File: src/hdl/mso_params.svh
`ifndef MSO_PARAMS_SVH
`define MSO_PARAMS_SVH

// instruction pointer and return stack
`define MSO_IP_W        12
`define MSO_RESET_IP    12'hffe
`define MSO_STACK_DEPTH 6
`define MSO_DEPTH_W     3

// data space map
`define MSO_RAM_TOP     8'h3f
`define MSO_WIN_FIRST   8'h40
`define MSO_WIN_LAST    8'h7f
`define MSO_IDX_FIRST   8'h80
`define MSO_IDX_LAST    8'h83
`define MSO_PDAT_OFS    8'hc0
`define MSO_PDIR_OFS    8'hc4
`define MSO_IOR_OFS     8'hc8
`define MSO_WSEL_OFS    8'hc9
`define MSO_POPT_OFS    8'hcc
`define MSO_ACC_OFS     8'hff

// field layout
`define MSO_WSEL_W      6
`define MSO_WOFS_W      6
`define MSO_PORTS       3
`define MSO_PORT_BITS   24
`define MSO_RAM_WORDS   64

// reset values
`define MSO_PORT_RST    24'h000000
`define MSO_PULL_RST    24'hffffff
`define MSO_BYTE_RST    8'h00
`define MSO_WSEL_RST    6'h00

`endif

File: src/hdl/mso_pkg.sv
package mso_pkg;

	// which resource a data-space address lands on
	typedef enum {
		MSO_RG_RAM,
		MSO_RG_WIN,
		MSO_RG_IDX,
		MSO_RG_PDAT,
		MSO_RG_PDIR,
		MSO_RG_POPT,
		MSO_RG_IOR,
		MSO_RG_WSEL,
		MSO_RG_ACC,
		MSO_RG_NONE
	} mso_region_t;

	// second read port of program memory
	typedef enum {
		MSO_RD_IDLE,
		MSO_RD_WIN,
		MSO_RD_EXT
	} mso_rd_state_t;

endpackage : mso_pkg

File: src/hdl/mso_retstack.sv
`timescale 1ns/1ps
`include "mso_params.svh"

module mso_retstack import mso_pkg::*; (
	// clock and reset
	input  wire logic                      clk,
	input  wire logic                      rst_n,
	// stack operations
	input  wire logic                      push,
	input  wire logic                      pop,
	input  wire logic [`MSO_IP_W-1:0]      push_data,
	// state
	output logic      [`MSO_IP_W-1:0]      top,
	output logic      [`MSO_DEPTH_W-1:0]   depth,
	output logic                           ovf
);

	logic [`MSO_IP_W-1:0]    ent      [0:`MSO_STACK_DEPTH-1];
	logic [`MSO_IP_W-1:0]    next_ent [0:`MSO_STACK_DEPTH-1];
	logic [`MSO_DEPTH_W-1:0] next_depth;
	logic                    next_ovf;

	// shift stack: a push beyond six levels drops the oldest entry
	for (genvar i = 0; i < `MSO_STACK_DEPTH; i++) begin : g_ent
		always_comb begin
			next_ent[i] = ent[i];
			if (push) begin
				if (i == 0) begin
					next_ent[i] = push_data; // see [RQ3]
				end else begin
					next_ent[i] = ent[i-1];
				end
			end else if (pop) begin
				if (i < `MSO_STACK_DEPTH - 1) begin
					next_ent[i] = ent[i+1];
				end
			end
		end
		always_ff @(posedge clk) begin
			if (!rst_n) begin
				ent[i] <= `MSO_RESET_IP;
			end else begin
				ent[i] <= next_ent[i];
			end
		end
	end

	// level count saturates at the stack depth
	always_comb begin
		next_depth = depth;
		next_ovf   = 1'b0;
		if (push) begin
			if (depth == `MSO_DEPTH_W'(`MSO_STACK_DEPTH)) begin
				next_ovf = 1'b1; // see [RQ3]
			end else begin
				next_depth = depth + 1'b1;
			end
		end else if (pop && depth != '0) begin
			next_depth = depth - 1'b1;
		end
	end

	always_ff @(posedge clk) begin
		if (!rst_n) begin
			depth <= '0;
			ovf   <= 1'b0;
		end else begin
			depth <= next_depth;
			ovf   <= next_ovf;
		end
	end

	assign top = ent[0];
endmodule : mso_retstack

File: src/hdl/mso_memspace.sv
`timescale 1ns/1ps
`include "mso_params.svh"

// Operation
// [RQ1] program, data and stack spaces are reached by separate ports, not one shared map.
// [RQ2] fetch addresses come from a 12-bit instruction pointer reaching 4K of program memory.
// [RQ3] a six-entry 12-bit return stack saves the pointer on calls and interrupt entry.
// [RQ4] data space has a 64-byte window that reads constants held in program memory.
// [RQ5] data space holds user RAM, accumulator, index, short direct, port, option and select registers.
// [RQ6] with readout protection set, every external read of program memory is refused.
// [RQ7] protection is cleared only by a full erase, which also wipes all program memory.
// [RQ8] the non-maskable interrupt input fires on a falling edge, not a level.
// [RQ9] reset is active low and outranks every interrupt source.
// [RQ10] after reset every port pin is an input with pull-up until software changes it.
// [RQ11] a high programming level seen during reset enters programming mode, else normal run.
// [RQ12] the window sits at data addresses 40h to 7Fh and selects one 64-byte block.
// [RQ13] the window select is write-only, so software must load it before the first window read.
// [RQ14] a window read addresses program memory with the block number above the low six bits.
module mso_memspace import mso_pkg::*; (
	// clock and reset
	input  wire logic                      MCLK,
	input  wire logic                      NRST,
	// pins
	input  wire logic                      NMI_PIN,
	input  wire logic                      VPP_HIGH,
	input  wire logic [`MSO_PORT_BITS-1:0] PORT_PIN_IN,
	output logic      [`MSO_PORT_BITS-1:0] PORT_OUT,
	output logic      [`MSO_PORT_BITS-1:0] PORT_OE,
	output logic      [`MSO_PORT_BITS-1:0] PORT_PULLUP,
	// option cell and programmer
	input  wire logic                      OPT_PROTECT,
	input  wire logic                      PROT_SET,
	input  wire logic                      ERASE_REQ,
	input  wire logic                      EXT_RD_REQ,
	input  wire logic [`MSO_IP_W-1:0]      EXT_RD_ADDR,
	output logic      [7:0]                EXT_RD_DATA,
	output logic                           EXT_RD_VALID,
	output logic                           EXT_RD_REFUSED,
	output logic                           ERASE_ALL,
	output logic                           PROG_MODE,
	output logic                           PROTECTED,
	// instruction pointer control
	input  wire logic                      IP_STEP,
	input  wire logic                      IP_JUMP,
	input  wire logic                      IP_CALL,
	input  wire logic                      IP_INT,
	input  wire logic                      IP_RET,
	input  wire logic [`MSO_IP_W-1:0]      IP_TARGET,
	output logic      [`MSO_IP_W-1:0]      FETCH_ADDR,
	output logic                           STACK_OVF,
	output logic                           NMI_REQ,
	// data space
	input  wire logic                      DATA_RD,
	input  wire logic                      DATA_WR,
	input  wire logic [7:0]                DATA_ADDR,
	input  wire logic [7:0]                DATA_WDATA,
	output logic      [7:0]                DATA_RDATA,
	output logic                           DATA_RVALID,
	output logic      [7:0]                INT_OPTION,
	// second read port of program memory
	output logic      [`MSO_IP_W-1:0]      ROM_RADDR,
	output logic                           ROM_RD,
	input  wire logic [7:0]                ROM_RDATA
);

	// map a data address onto its resource; used by reads and writes
	function automatic mso_region_t region_of(input logic [7:0] a);
		if (a <= `MSO_RAM_TOP) begin
			return MSO_RG_RAM;
		end
		if (a >= `MSO_WIN_FIRST && a <= `MSO_WIN_LAST) begin
			return MSO_RG_WIN; // see [RQ12]
		end
		if (a >= `MSO_IDX_FIRST && a <= `MSO_IDX_LAST) begin
			return MSO_RG_IDX;
		end
		if (a[7:2] == `MSO_PDAT_OFS >> 2 && a[1:0] != 2'h3) begin
			return MSO_RG_PDAT;
		end
		if (a[7:2] == `MSO_PDIR_OFS >> 2 && a[1:0] != 2'h3) begin
			return MSO_RG_PDIR;
		end
		if (a[7:2] == `MSO_POPT_OFS >> 2 && a[1:0] != 2'h3) begin
			return MSO_RG_POPT;
		end
		if (a == `MSO_IOR_OFS) begin
			return MSO_RG_IOR;
		end
		if (a == `MSO_WSEL_OFS) begin
			return MSO_RG_WSEL;
		end
		if (a == `MSO_ACC_OFS) begin
			return MSO_RG_ACC;
		end
		return MSO_RG_NONE;
	endfunction : region_of

	// pin synchronisers; first stages feed only the second stages
	logic                      nmi_s1, nmi_s2, nmi_s3;
	logic                      vpp_s1, vpp_s2;
	logic [`MSO_PORT_BITS-1:0] pin_s1, pin_s2;

	always_ff @(posedge MCLK) begin
		nmi_s1 <= NMI_PIN;
		nmi_s2 <= nmi_s1;
		vpp_s1 <= VPP_HIGH;
		vpp_s2 <= vpp_s1;
		pin_s1 <= PORT_PIN_IN;
		pin_s2 <= pin_s1;
	end

	// mode, protection and interrupt edge state
	logic next_nmi_s3, next_nmi_req, next_prot, next_erase;

	always_comb begin
		next_nmi_s3  = nmi_s2;
		next_nmi_req = nmi_s3 & ~nmi_s2 & ~PROG_MODE; // see [RQ8]
		next_erase   = ERASE_REQ & PROG_MODE; // see [RQ7]
		next_prot    = PROTECTED;
		if (next_erase) begin
			next_prot = 1'b0; // see [RQ7]
		end
		if (PROT_SET && PROG_MODE) begin
			next_prot = 1'b1; // a set in the same cycle wins over the erase
		end
	end

	// reset tracks the pin level, so a fall under reset raises no interrupt at release
	always_ff @(posedge MCLK) begin
		if (!NRST) begin
			nmi_s3    <= nmi_s2; // see [RQ9]
			NMI_REQ   <= 1'b0; // see [RQ9]
			ERASE_ALL <= 1'b0;
			PROG_MODE <= vpp_s2; // see [RQ11]
			PROTECTED <= OPT_PROTECT;
		end else begin
			nmi_s3    <= next_nmi_s3;
			NMI_REQ   <= next_nmi_req;
			ERASE_ALL <= next_erase;
			PROTECTED <= next_prot;
		end
	end

	// instruction pointer; the core is frozen while programming
	logic                   st_push, st_pop, ovf;
	logic [`MSO_IP_W-1:0]   st_top, next_ip;
	logic [`MSO_DEPTH_W-1:0] st_depth;

	always_comb begin
		st_pop  = IP_RET & ~PROG_MODE;
		st_push = (IP_CALL | IP_INT) & ~IP_RET & ~PROG_MODE; // see [RQ3]
		next_ip = FETCH_ADDR;
		if (st_pop) begin
			next_ip = st_top;
		end else if (st_push || (IP_JUMP && !PROG_MODE)) begin
			next_ip = IP_TARGET; // see [RQ2]
		end else if (IP_STEP && !PROG_MODE) begin
			next_ip = FETCH_ADDR + 1'b1; // wraps within 4K
		end
	end

	always_ff @(posedge MCLK) begin
		if (!NRST) begin
			FETCH_ADDR <= `MSO_RESET_IP;
			STACK_OVF  <= 1'b0;
		end else begin
			FETCH_ADDR <= next_ip; // see [RQ1]
			STACK_OVF  <= ovf;
		end
	end

	mso_retstack u_stack (
		.clk       (MCLK),
		.rst_n     (NRST),
		.push      (st_push),
		.pop       (st_pop),
		.push_data (FETCH_ADDR),
		.top       (st_top),
		.depth     (st_depth),
		.ovf       (ovf)
	);

	// data space storage
	logic [7:0]                 ram [0:`MSO_RAM_WORDS-1];
	logic [7:0]                 idx [0:3];
	logic [7:0]                 acc, next_acc, next_ior;
	logic [`MSO_WSEL_W-1:0]     wsel, next_wsel;
	logic [`MSO_PORT_BITS-1:0]  popt, next_pdat, next_pdir, next_popt;
	logic [4:0]                 pbase;
	mso_region_t                wr_rg;

	always_comb begin
		wr_rg     = region_of(DATA_ADDR);
		pbase     = {DATA_ADDR[1:0], 3'h0};
		next_acc  = acc;
		next_ior  = INT_OPTION;
		next_wsel = wsel;
		next_pdat = PORT_OUT;
		next_pdir = PORT_OE;
		next_popt = popt; // kept apart from the pull-up so an output pin keeps its option
		if (DATA_WR && !PROG_MODE) begin
			case (wr_rg)
				MSO_RG_ACC:  next_acc = DATA_WDATA;
				MSO_RG_IOR:  next_ior = DATA_WDATA;
				MSO_RG_WSEL: next_wsel = DATA_WDATA[`MSO_WSEL_W-1:0]; // see [RQ13]
				MSO_RG_PDAT: next_pdat[pbase +: 8] = DATA_WDATA;
				MSO_RG_PDIR: next_pdir[pbase +: 8] = DATA_WDATA; // see [RQ10]
				MSO_RG_POPT: next_popt[pbase +: 8] = DATA_WDATA; // see [RQ10]
				default:     next_acc = acc; // ram and index files below; window is read-only
			endcase
		end
	end

	// index and short direct words come up undefined in use and are cleared on reset; ram words have no reset
	always_ff @(posedge MCLK) begin
		if (!NRST) begin
			acc         <= `MSO_BYTE_RST;
			INT_OPTION  <= `MSO_BYTE_RST;
			wsel        <= `MSO_WSEL_RST;
			PORT_OUT    <= `MSO_PORT_RST;
			PORT_OE     <= `MSO_PORT_RST; // see [RQ10]
			PORT_PULLUP <= `MSO_PULL_RST; // see [RQ10]
			popt        <= `MSO_PORT_RST;
		end else begin
			acc         <= next_acc;
			INT_OPTION  <= next_ior;
			wsel        <= next_wsel;
			PORT_OUT    <= next_pdat;
			PORT_OE     <= next_pdir;
			PORT_PULLUP <= ~next_pdir & ~next_popt;
			popt        <= next_popt;
		end
	end

	for (genvar i = 0; i < `MSO_RAM_WORDS; i++) begin : g_ram
		always_ff @(posedge MCLK) begin
			if (DATA_WR && !PROG_MODE && wr_rg == MSO_RG_RAM && DATA_ADDR[5:0] == 6'(i)) begin
				ram[i] <= DATA_WDATA; // see [RQ5]
			end
		end
	end

	for (genvar i = 0; i < 4; i++) begin : g_idx
		always_ff @(posedge MCLK) begin
			if (!NRST) begin
				idx[i] <= `MSO_BYTE_RST;
			end else if (DATA_WR && !PROG_MODE && wr_rg == MSO_RG_IDX && DATA_ADDR[1:0] == 2'(i)) begin
				idx[i] <= DATA_WDATA; // see [RQ5]
			end
		end
	end

	// read path: direct reads answer next cycle, window and readout one later
	mso_rd_state_t            rd_st, next_rd_st;
	logic [7:0]               next_rdata, next_ext_data, rd_byte;
	logic                     next_rvalid, next_ext_valid, next_ext_ref, next_rom_rd;
	logic [`MSO_IP_W-1:0]     next_rom_addr;
	logic [`MSO_PORT_BITS-1:0] port_view;

	always_comb begin
		port_view      = (PORT_OUT & PORT_OE) | (pin_s2 & ~PORT_OE);
		next_rd_st     = MSO_RD_IDLE;
		next_rdata     = DATA_RDATA;
		next_rvalid    = 1'b0;
		next_ext_data  = EXT_RD_DATA;
		next_ext_valid = 1'b0;
		next_ext_ref   = 1'b0;
		next_rom_rd    = 1'b0;
		next_rom_addr  = ROM_RADDR;
		case (region_of(DATA_ADDR))
			MSO_RG_RAM:  rd_byte = ram[DATA_ADDR[5:0]];
			MSO_RG_IDX:  rd_byte = idx[DATA_ADDR[1:0]];
			MSO_RG_ACC:  rd_byte = acc;
			MSO_RG_PDAT: rd_byte = port_view[pbase +: 8];
			MSO_RG_PDIR: rd_byte = PORT_OE[pbase +: 8];
			MSO_RG_POPT: rd_byte = popt[pbase +: 8];
			default:     rd_byte = `MSO_BYTE_RST; // write-only and unmapped read zero
		endcase
		case (rd_st)
			MSO_RD_IDLE: begin
				if (EXT_RD_REQ) begin
					if (PROTECTED || !PROG_MODE) begin
						next_ext_ref = 1'b1; // see [RQ6]
					end else begin
						next_rom_rd   = 1'b1;
						next_rom_addr = EXT_RD_ADDR;
						next_rd_st    = MSO_RD_EXT;
					end
				end else if (DATA_RD && !PROG_MODE) begin
					if (region_of(DATA_ADDR) == MSO_RG_WIN) begin
						next_rom_rd   = 1'b1; // see [RQ4]
						next_rom_addr = {wsel, DATA_ADDR[`MSO_WOFS_W-1:0]}; // see [RQ14]
						next_rd_st    = MSO_RD_WIN;
					end else begin
						next_rdata  = rd_byte;
						next_rvalid = 1'b1;
					end
				end
			end
			MSO_RD_WIN: begin
				next_rdata  = ROM_RDATA; // see [RQ4]
				next_rvalid = 1'b1;
			end
			MSO_RD_EXT: begin
				next_ext_data  = ROM_RDATA;
				next_ext_valid = 1'b1;
			end
			default: next_rd_st = MSO_RD_IDLE;
		endcase
	end

	always_ff @(posedge MCLK) begin
		if (!NRST) begin
			rd_st          <= MSO_RD_IDLE;
			DATA_RDATA     <= `MSO_BYTE_RST;
			DATA_RVALID    <= 1'b0;
			EXT_RD_DATA    <= `MSO_BYTE_RST;
			EXT_RD_VALID   <= 1'b0;
			EXT_RD_REFUSED <= 1'b0;
			ROM_RD         <= 1'b0;
			ROM_RADDR      <= '0;
		end else begin
			rd_st          <= next_rd_st;
			DATA_RDATA     <= next_rdata;
			DATA_RVALID    <= next_rvalid;
			EXT_RD_DATA    <= next_ext_data;
			EXT_RD_VALID   <= next_ext_valid;
			EXT_RD_REFUSED <= next_ext_ref;
			ROM_RD         <= next_rom_rd;
			ROM_RADDR      <= next_rom_addr;
		end
	end
endmodule : mso_memspace

File: config.mk
export PLATFORM = sky130hd
export DESIGN_NAME = mso_memspace
export DESIGN_NICKNAME = d
export VERILOG_FILES = /design/src/hdl/mso_pkg.sv /design/src/hdl/mso_retstack.sv /design/src/hdl/mso_memspace.sv
export VERILOG_INCLUDE_DIRS = /design/src /design/src/hdl
export SDC_FILE = /design/constraint.sdc
export NUM_CORES = 1
export LEC_CHECK = 0
export BUFFER_PORTS_ARGS = -buffer_cell sky130_fd_sc_hd__buf_2
export CORE_ASPECT_RATIO = 0.7
export CORE_MARGIN = 2
export CORE_UTILIZATION = 45
export DETAILED_ROUTE_END_ITERATION = 7
export PLACE_DENSITY_LB_ADDON = 0.2
export REMOVE_ABC_BUFFERS = 1
export SLEW_MARGIN = 20
export SYNTH_ARGS = -nofsm -noshare
export SYNTH_HDL_FRONTEND = slang
export SYNTH_HIERARCHICAL = 1
export SYNTH_SLANG_ARGS = --single-unit
File: constraint.sdc
create_clock -name MCLK -period 2.41 [get_ports MCLK]
set_input_delay 0.1205 -clock MCLK [delete_from_list [all_inputs] [get_ports MCLK]]
set_output_delay 0.1205 -clock MCLK [all_outputs]
set_load 0.01 [all_outputs]
==> results.json, run 1 <==
{
  "run_status": "completed",
  "worstHoldPathCells": 5,
  "placed_cell_area_um2": 37700,
  "rows": 84,
  "dp_cells": 3711,
  "peakVddDrop_mv": 0.511,
  "viasPerCell": 5.78,
  "dieArea_um2": 77800,
  "nets": 2960,
  "synth-edff-count": 546,
  "synth_area_um2": 34000,
  "seqCellArea_um2": 22300,
  "core-area_um2": 74900,
  "die_x_um": 332,
  "synthArstFlopShare": 0,
  "wl_per_cell_um": 24.6,
  "crit_required_ns": 2.94,
  "fill_cells": 6101,
  "numPortBuffers": 215,
  "syn_to_final_growth_pct": 20.6,
  "drive_gt1_frac": 0.281,
  "cts.path.max_buffers": 3,
  "dr.first_iter.drc_count": 2542,
  "first_global_vias": 22100,
  "synthFlopType": "edfxtp_1",
  "clk_pin_slew_ns": 0.06,
  "final_cell_mix": "546 x edfxtp_1, 296 x dfxtp_1, 274 x nand2_1",
  "fin_util": 0.547,
  "synth_warnings": 6,
  "fmax_ghz": 0.439,
  "drv_slew": 0,
  "cts_root_buffer": "clkbuf_16",
  "period_needed_ns": 2.28,
  "power_density_nw_per_um2": 739,
  "cp-end-kind": "flop",
  "multi_input_area_um2": 10700,
  "finalSetupViolations": 0,
  "startpoint_type": "flop",
  "antenna_found_initial": 1,
  "worst_pin_slew_ns": 1.05,
  "drt_wl_total_mm": 96.5,
  "synth.area.top_cells": "edfxtp_1 48%, dfxtp_1 17%, mux4_2 8.3%, mux2i_1 4.0%, nand2_1 3.0%",
  "yosysSeqAreaShare": 0.657,
  "dp.final_hpwl_mm": 67.3,
  "setup_ws_ns": 0.133,
  "stdcell_area_um2": 41000,
  "grt_setup_unrepaired": "false",
  "vias": 22700,
  "criticalPathCategory": "reg -> reg",
  "fin_cells": 3921,
  "max_slew_margin": 0.294,
  "clk_latency_ns": 0.65,
  "cts_buffers": 79,
  "grt-ovfl-total": 0,
  "crit_arrival_ns": 2.81,
  "pin_count": 216,
  "synth_area_leader_cell": "edfxtp_1",
  "p_leak_nw": 14.7,
  "clkSinkCount": 842,
  "worst-r2r-cell-count": 7,
  "place_ws_ns": -0.325,
  "drv_cap": 0,
  "drc": 0,
  "cts_tree": "yes",
  "final_common_cell": "edfxtp_1",
  "fp.dieH_um": 234,
  "initial_utilization": 0.453,
  "synth_cell_types": 75,
  "synth_seq_cells": 842,
  "first_pass_iters": 6,
  "crit_path_max_fanout": 1,
  "finalClockSkew_ns": 0.0211,
  "hold_violations": 0,
  "grt_usage": 0.245,
  "htree_levels": 3,
  "ant_nets": 0,
  "synthCells": 2421,
  "routabilityCongestion": 0.953,
  "fin_crit_sh": 0.945,
  "hold_class": "in -> reg",
  "grt_max_degree": 105,
  "grt_pass1_wl_mm": 142,
  "netlist.area_leader.share": 0.483,
  "postSynthAreaPerCell_um2": 14.0
}
-- synthesized netlist by cell type (all sizes together), types with 17 or more instances --
cell type	count
a211oi	29
a21oi	81
a22oi	37
and2	59
buf	76
clkbuf	90
dfxtp	296
edfxtp	546
inv	27
mux2	63
mux2i	136
mux4	125
nand2	275
nand3	65
nor2	148
nor3	19
o211ai	41
o21ai	75
o31ai	17
or2	19
or3	19
-- area by class of cell --
cell class | count | area share
inverter | 29 | 0.00272
sequential | 842 | 0.545
multi-input combinational | 1384 | 0.262
antenna | 1 | 0.0000611
timing repair buffer | 531 | 0.0958
clock inverter | 48 | 0.0111
clock buffer | 97 | 0.0533
tap | 989 | 0.0302
-- through the flow --
| stage | hold WS [ns] | TNS [ns] | power (mW) |
|---|---|---|---|
| 2_1_floorplan | 0.148 | -195.16 | 16.7 |
| 3_3_place_gp | 0.224 | -1.69 | 17.7 |
| 3_5_place_dp | 0.225 | -1.43 | 17.8 |
| 4_1_cts | 0.0149 | 0 | 30.5 |
| 5_1_grt | 0.0488 | 0 | 31.2 |
| 6_report | 0.0453 | 0 | 30.3 |
-- timing repair --
action / in CTS / in global routing
hold endpoints to repair: 127 / 0
cloned: 0 / 0
hold buffers: 64 / 0
setup endpoints to repair: 1 / 130
setup buffers: 0 / 0
pin swaps: 0 / 1
resized for setup: 1 / 3
-- logic make-up after synthesis --
logic type                 Yosys count  synth area share
DFF                                842             0.657
adders and majority gates            6           0.00243
AOI/OAI and AO/OA                  378            0.0757
buffers and inverters              195            0.0278
xor gates and xnor gates            10           0.00258
and+or+nand+nor                    666            0.0907
muxes                              324             0.144
-- power by group --
group / internal [mW] / switching, mW / leakage, nW / total, mW
sequential: 15.5 / 0.0905 / 7.38 / 15.5
clock: 7.24 / 5.51 / 1.28 / 12.7
combinational: 0.808 / 1.21 / 6.09 / 2.02
-- worst max-delay path: stages, from the launching register on --
cell	delay (ns)
edfxtp_1	0.37
mux4_2	0.49
a22o_1	0.28
nor3_2	0.27
buf_4	0.17
a31oi_1	0.06
and3_1	0.23
o221a_2	0.29
-- path summary, 6_finish.rpt --
path	end	slack (ns)	startpoint
max reg2reg	DATA_RDATA[7]	0.13	ram[50][7]
min reg2reg	pin_s2[9]	0.33	pin_s1[9]
max	DATA_RDATA[7]	0.13	ram[50][7]
min	FETCH_ADDR[3]	0.05	IP_TARGET[3]
-- flip-flops by register name, indices dropped and copies added (netlist names), 6 cells and up --
name         flops
ram            512
u_stack/ent     72
idx             32
PORT_OE         24
PORT_OUT        24
PORT_PULLUP     24
pin_s1          24
pin_s2          24
popt            24
FETCH_ADDR      12
ROM_RADDR       12
DATA_RDATA       8
EXT_RD_DATA      8
INT_OPTION       8
acc              8
wsel             6
-- layer usage --
layer / share of wire / vias to the layer above / track usage
met5: 0.00013 / - / 0
met2: 0.44 / 1030 / 0.361
met3: 0.098 / 161 / 0.0609
li1: - / 10100 / -
met1: 0.43 / 11400 / 0.358
met4: 0.026 / 2 / 0.0739
Note: power is estimated with default switching activity, not from simulation.
==> run 2: changes to the inputs <==
--- a/config.mk
+++ b/config.mk
@@ -9,7 +9,8 @@
 export BUFFER_PORTS_ARGS = -buffer_cell sky130_fd_sc_hd__buf_2
 export CORE_ASPECT_RATIO = 0.7
 export CORE_MARGIN = 2
-export CORE_UTILIZATION = 45
+export CORE_UTILIZATION = 53
+export CTS_CLUSTER_SIZE = 14
 export DETAILED_ROUTE_END_ITERATION = 7
 export PLACE_DENSITY_LB_ADDON = 0.2
 export REMOVE_ABC_BUFFERS = 1
@@ -18,3 +19,4 @@
 export SYNTH_HDL_FRONTEND = slang
 export SYNTH_HIERARCHICAL = 1
 export SYNTH_SLANG_ARGS = --single-unit
+export TNS_END_PERCENT = 50
==> run 2 against run 1 <==
  * Flip-flop and latch count is the same
  * Largest power group unchanged
  * Core utilization is 9.1 points higher
  * Clock skew grew 0.0090 ns
==> results.json, run 2 (same netlist as run 1, synthesis figures left out) <==
{
  "run_status": "completed",
  "reg2reg_from": "PORT_OE[0]",
  "timing.hold.ws_ns": 0.0437,
  "max_slew_margin": 0.494,
  "grt_setup_unrepaired": "false",
  "final_common_cell": "edfxtp_1",
  "ff2ff_setup_slack_ns": 0.06,
  "crit_family": "compound AO/OA/AOI/OAI gates",
  "fp.dieH_um": 216,
  "startpoint_type": "flop",
  "worst-path-stages": 6,
  "post_cts_buffers": 0,
  "startpoint": "PORT_OE[0]",
  "hold_class": "in -> reg",
  "nets": 2933,
  "slowest_delay_ns": 0.47,
  "crit_path_end": "DATA_RDATA[0]",
  "grt_usage": 0.284,
  "numPortBuffers": 215,
  "p_sw_mw": 6.53,
  "dp.final_hpwl_mm": 64.2,
  "path_cells": "mux2_2 > o21ai_0 > a21oi_1 > buf_4 > a2111o_1 > o221a_2",
  "criticalPathCategory": "reg -> reg",
  "power_mw": 29.3,
  "initial_utilization": 0.537,
  "largest_reg_flops": 512,
  "crit_path_max_fanout": 4,
  "hold_violations": 0,
  "core-area_um2": 63300,
  "power_density_nw_per_um2": 727,
  "final_cell_mix": "546 x edfxtp_1, 296 x dfxtp_1, 275 x nand2_1",
  "routabilityCongestion": 0.991,
  "period_needed_ns": 2.35,
  "crit_required_ns": 2.92,
  "vias": 22700,
  "worst-r2r-cell-count": 6,
  "cp-end-kind": "flop",
  "syn_to_final_growth_pct": 18.8,
  "first_global_vias": 22400,
  "finalClockSkew_ns": 0.0300,
  "clockPowerShare": 0.401,
  "drive_gt1_frac": 0.269,
  "cts-resized-gates": 0,
  "fmax_ghz": 0.426,
  "cts.path.max_buffers": 3,
  "fill_cells": 4604,
  "drv_slew": 0,
  "fin_crit_sh": 0.973,
  "antenna_found_initial": 5,
  "combPwrFrac": 0.069,
  "top_regs": "ram x512, u_stack/ent x72, idx x32",
  "dr.first_iter.drc_count": 2781,
  "placed_cell_area_um2": 37400,
  "peakVddDrop_mv": 0.553,
  "drc": 0,
  "clk_latency_ns": 0.64,
  "top_register": "ram",
  "finalSetupViolations": 0,
  "clk_pin_slew_ns": 0.06,
  "pwr-share-seq": 0.530,
  "sw_frac_of_total": 0.223,
  "p_int_mw": 22.8,
  "crit_arrival_ns": 2.85,
  "setup_ws_ns": 0.0646,
  "fin_tns_setup_ns": 0,
  "ant_nets": 0,
  "antenna_cells": 0,
  "stdcell_area_um2": 40400,
  "p_leak_nw": 14.5,
  "fin_cells": 3719,
  "clkSinkCount": 842,
  "cts_root_buffer": "clkbuf_16",
  "grt-ovfl-total": 0,
  "critical_path_buf_inv_count": 1,
  "grt_max_degree": 106,
  "dp_cells": 3528,
  "slowest_stage": "o21ai_0",
  "grt_pass1_wl_mm": 140,
  "die_x_um": 307,
  "fin_util": 0.638,
  "cts_buffers": 77,
  "dieArea_um2": 66200,
  "htree_levels": 3,
  "worstReg2RegEnd": "DATA_RDATA[0]",
  "worst_pin_slew_ns": 0.757,
  "drt_wl_total_mm": 93.4,
  "rows": 77,
  "cts_tree": "yes",
  "viasPerCell": 6.12,
  "pin_count": 216,
  "first_pass_iters": 6,
  "wl_per_cell_um": 25.1,
  "drv_cap": 0,
  "place_ws_ns": -0.0163
}
## run 2: changes by cell type in the layout (fill, tap and decap cells not counted), sizes merged, moves of 2 or more
cell	before	now
buf	467	444
clkinv	32	19
bufinv	7	3
clkbuf	97	101
clkinvlp	8	4
dlygate4sd3	64	62
## run 2: worst min-delay path, delay by kind of cell
kind	cells	cell delay, ns
buf+inv	2	0.34
compound gates	1	0.11
simple gates	1	0.05
## run 2: area by class of cell
class                           count  area, µm²  share of cell area
Sequential cell                   842      22300               0.553
Multi-Input combinational cell   1384      10700               0.266
Timing Repair Buffer              506       3780              0.0938
Clock buffer                      101       2130              0.0528
Tap cell                          829       1040              0.0257
Clock inverter                     28        238             0.00589
Inverter                           29        111             0.00276
## run 2: how the worst min path moves through the flow
stage                          startpoint             end  slack [ns]  depth (start not counted)
after detailed placement  PORT_PIN_IN[17]      pin_s1[17]        0.22                          1
after CTS                   DATA_WDATA[1]      ram[23][1]       0.004                          1
after floorplan                   NMI_PIN          nmi_s1        0.15                          0
final                          EXT_RD_REQ  EXT_RD_REFUSED        0.04                          4
after global routing        DATA_WDATA[1]      ram[20][1]        0.02                          1
after global placement     PORT_PIN_IN[2]       pin_s1[2]        0.22                          1
## run 2: repair_timing
| item | 4_1_cts | 5_1_grt |
|---|---|---|
| hold buffers | 62 | 0 |
| setup endpoints to repair | 0 | 0 |
| endpoints found under the hold margin | 119 | 0 |
## run 2: metal layers
metal,part of all wire,GRT usage,vias up
met3,0.10,0.0775,191
li1,-,-,9984
met5,0.00055,0,-
met2,0.45,0.428,1162
met1,0.42,0.408,11400
met4,0.027,0.0833,8
## run 2: power groups by stage
stage,Clock (mW),Sequential [mW],Combinational [mW]
6_report,11.8,15.5,2.03
3_3_place_gp,0,15.9,1.88
4_1_cts,11.9,15.5,2.00
2_1_floorplan,0,15.9,0.797
3_5_place_dp,0,15.9,1.92
5_1_grt,12.5,15.6,2.15
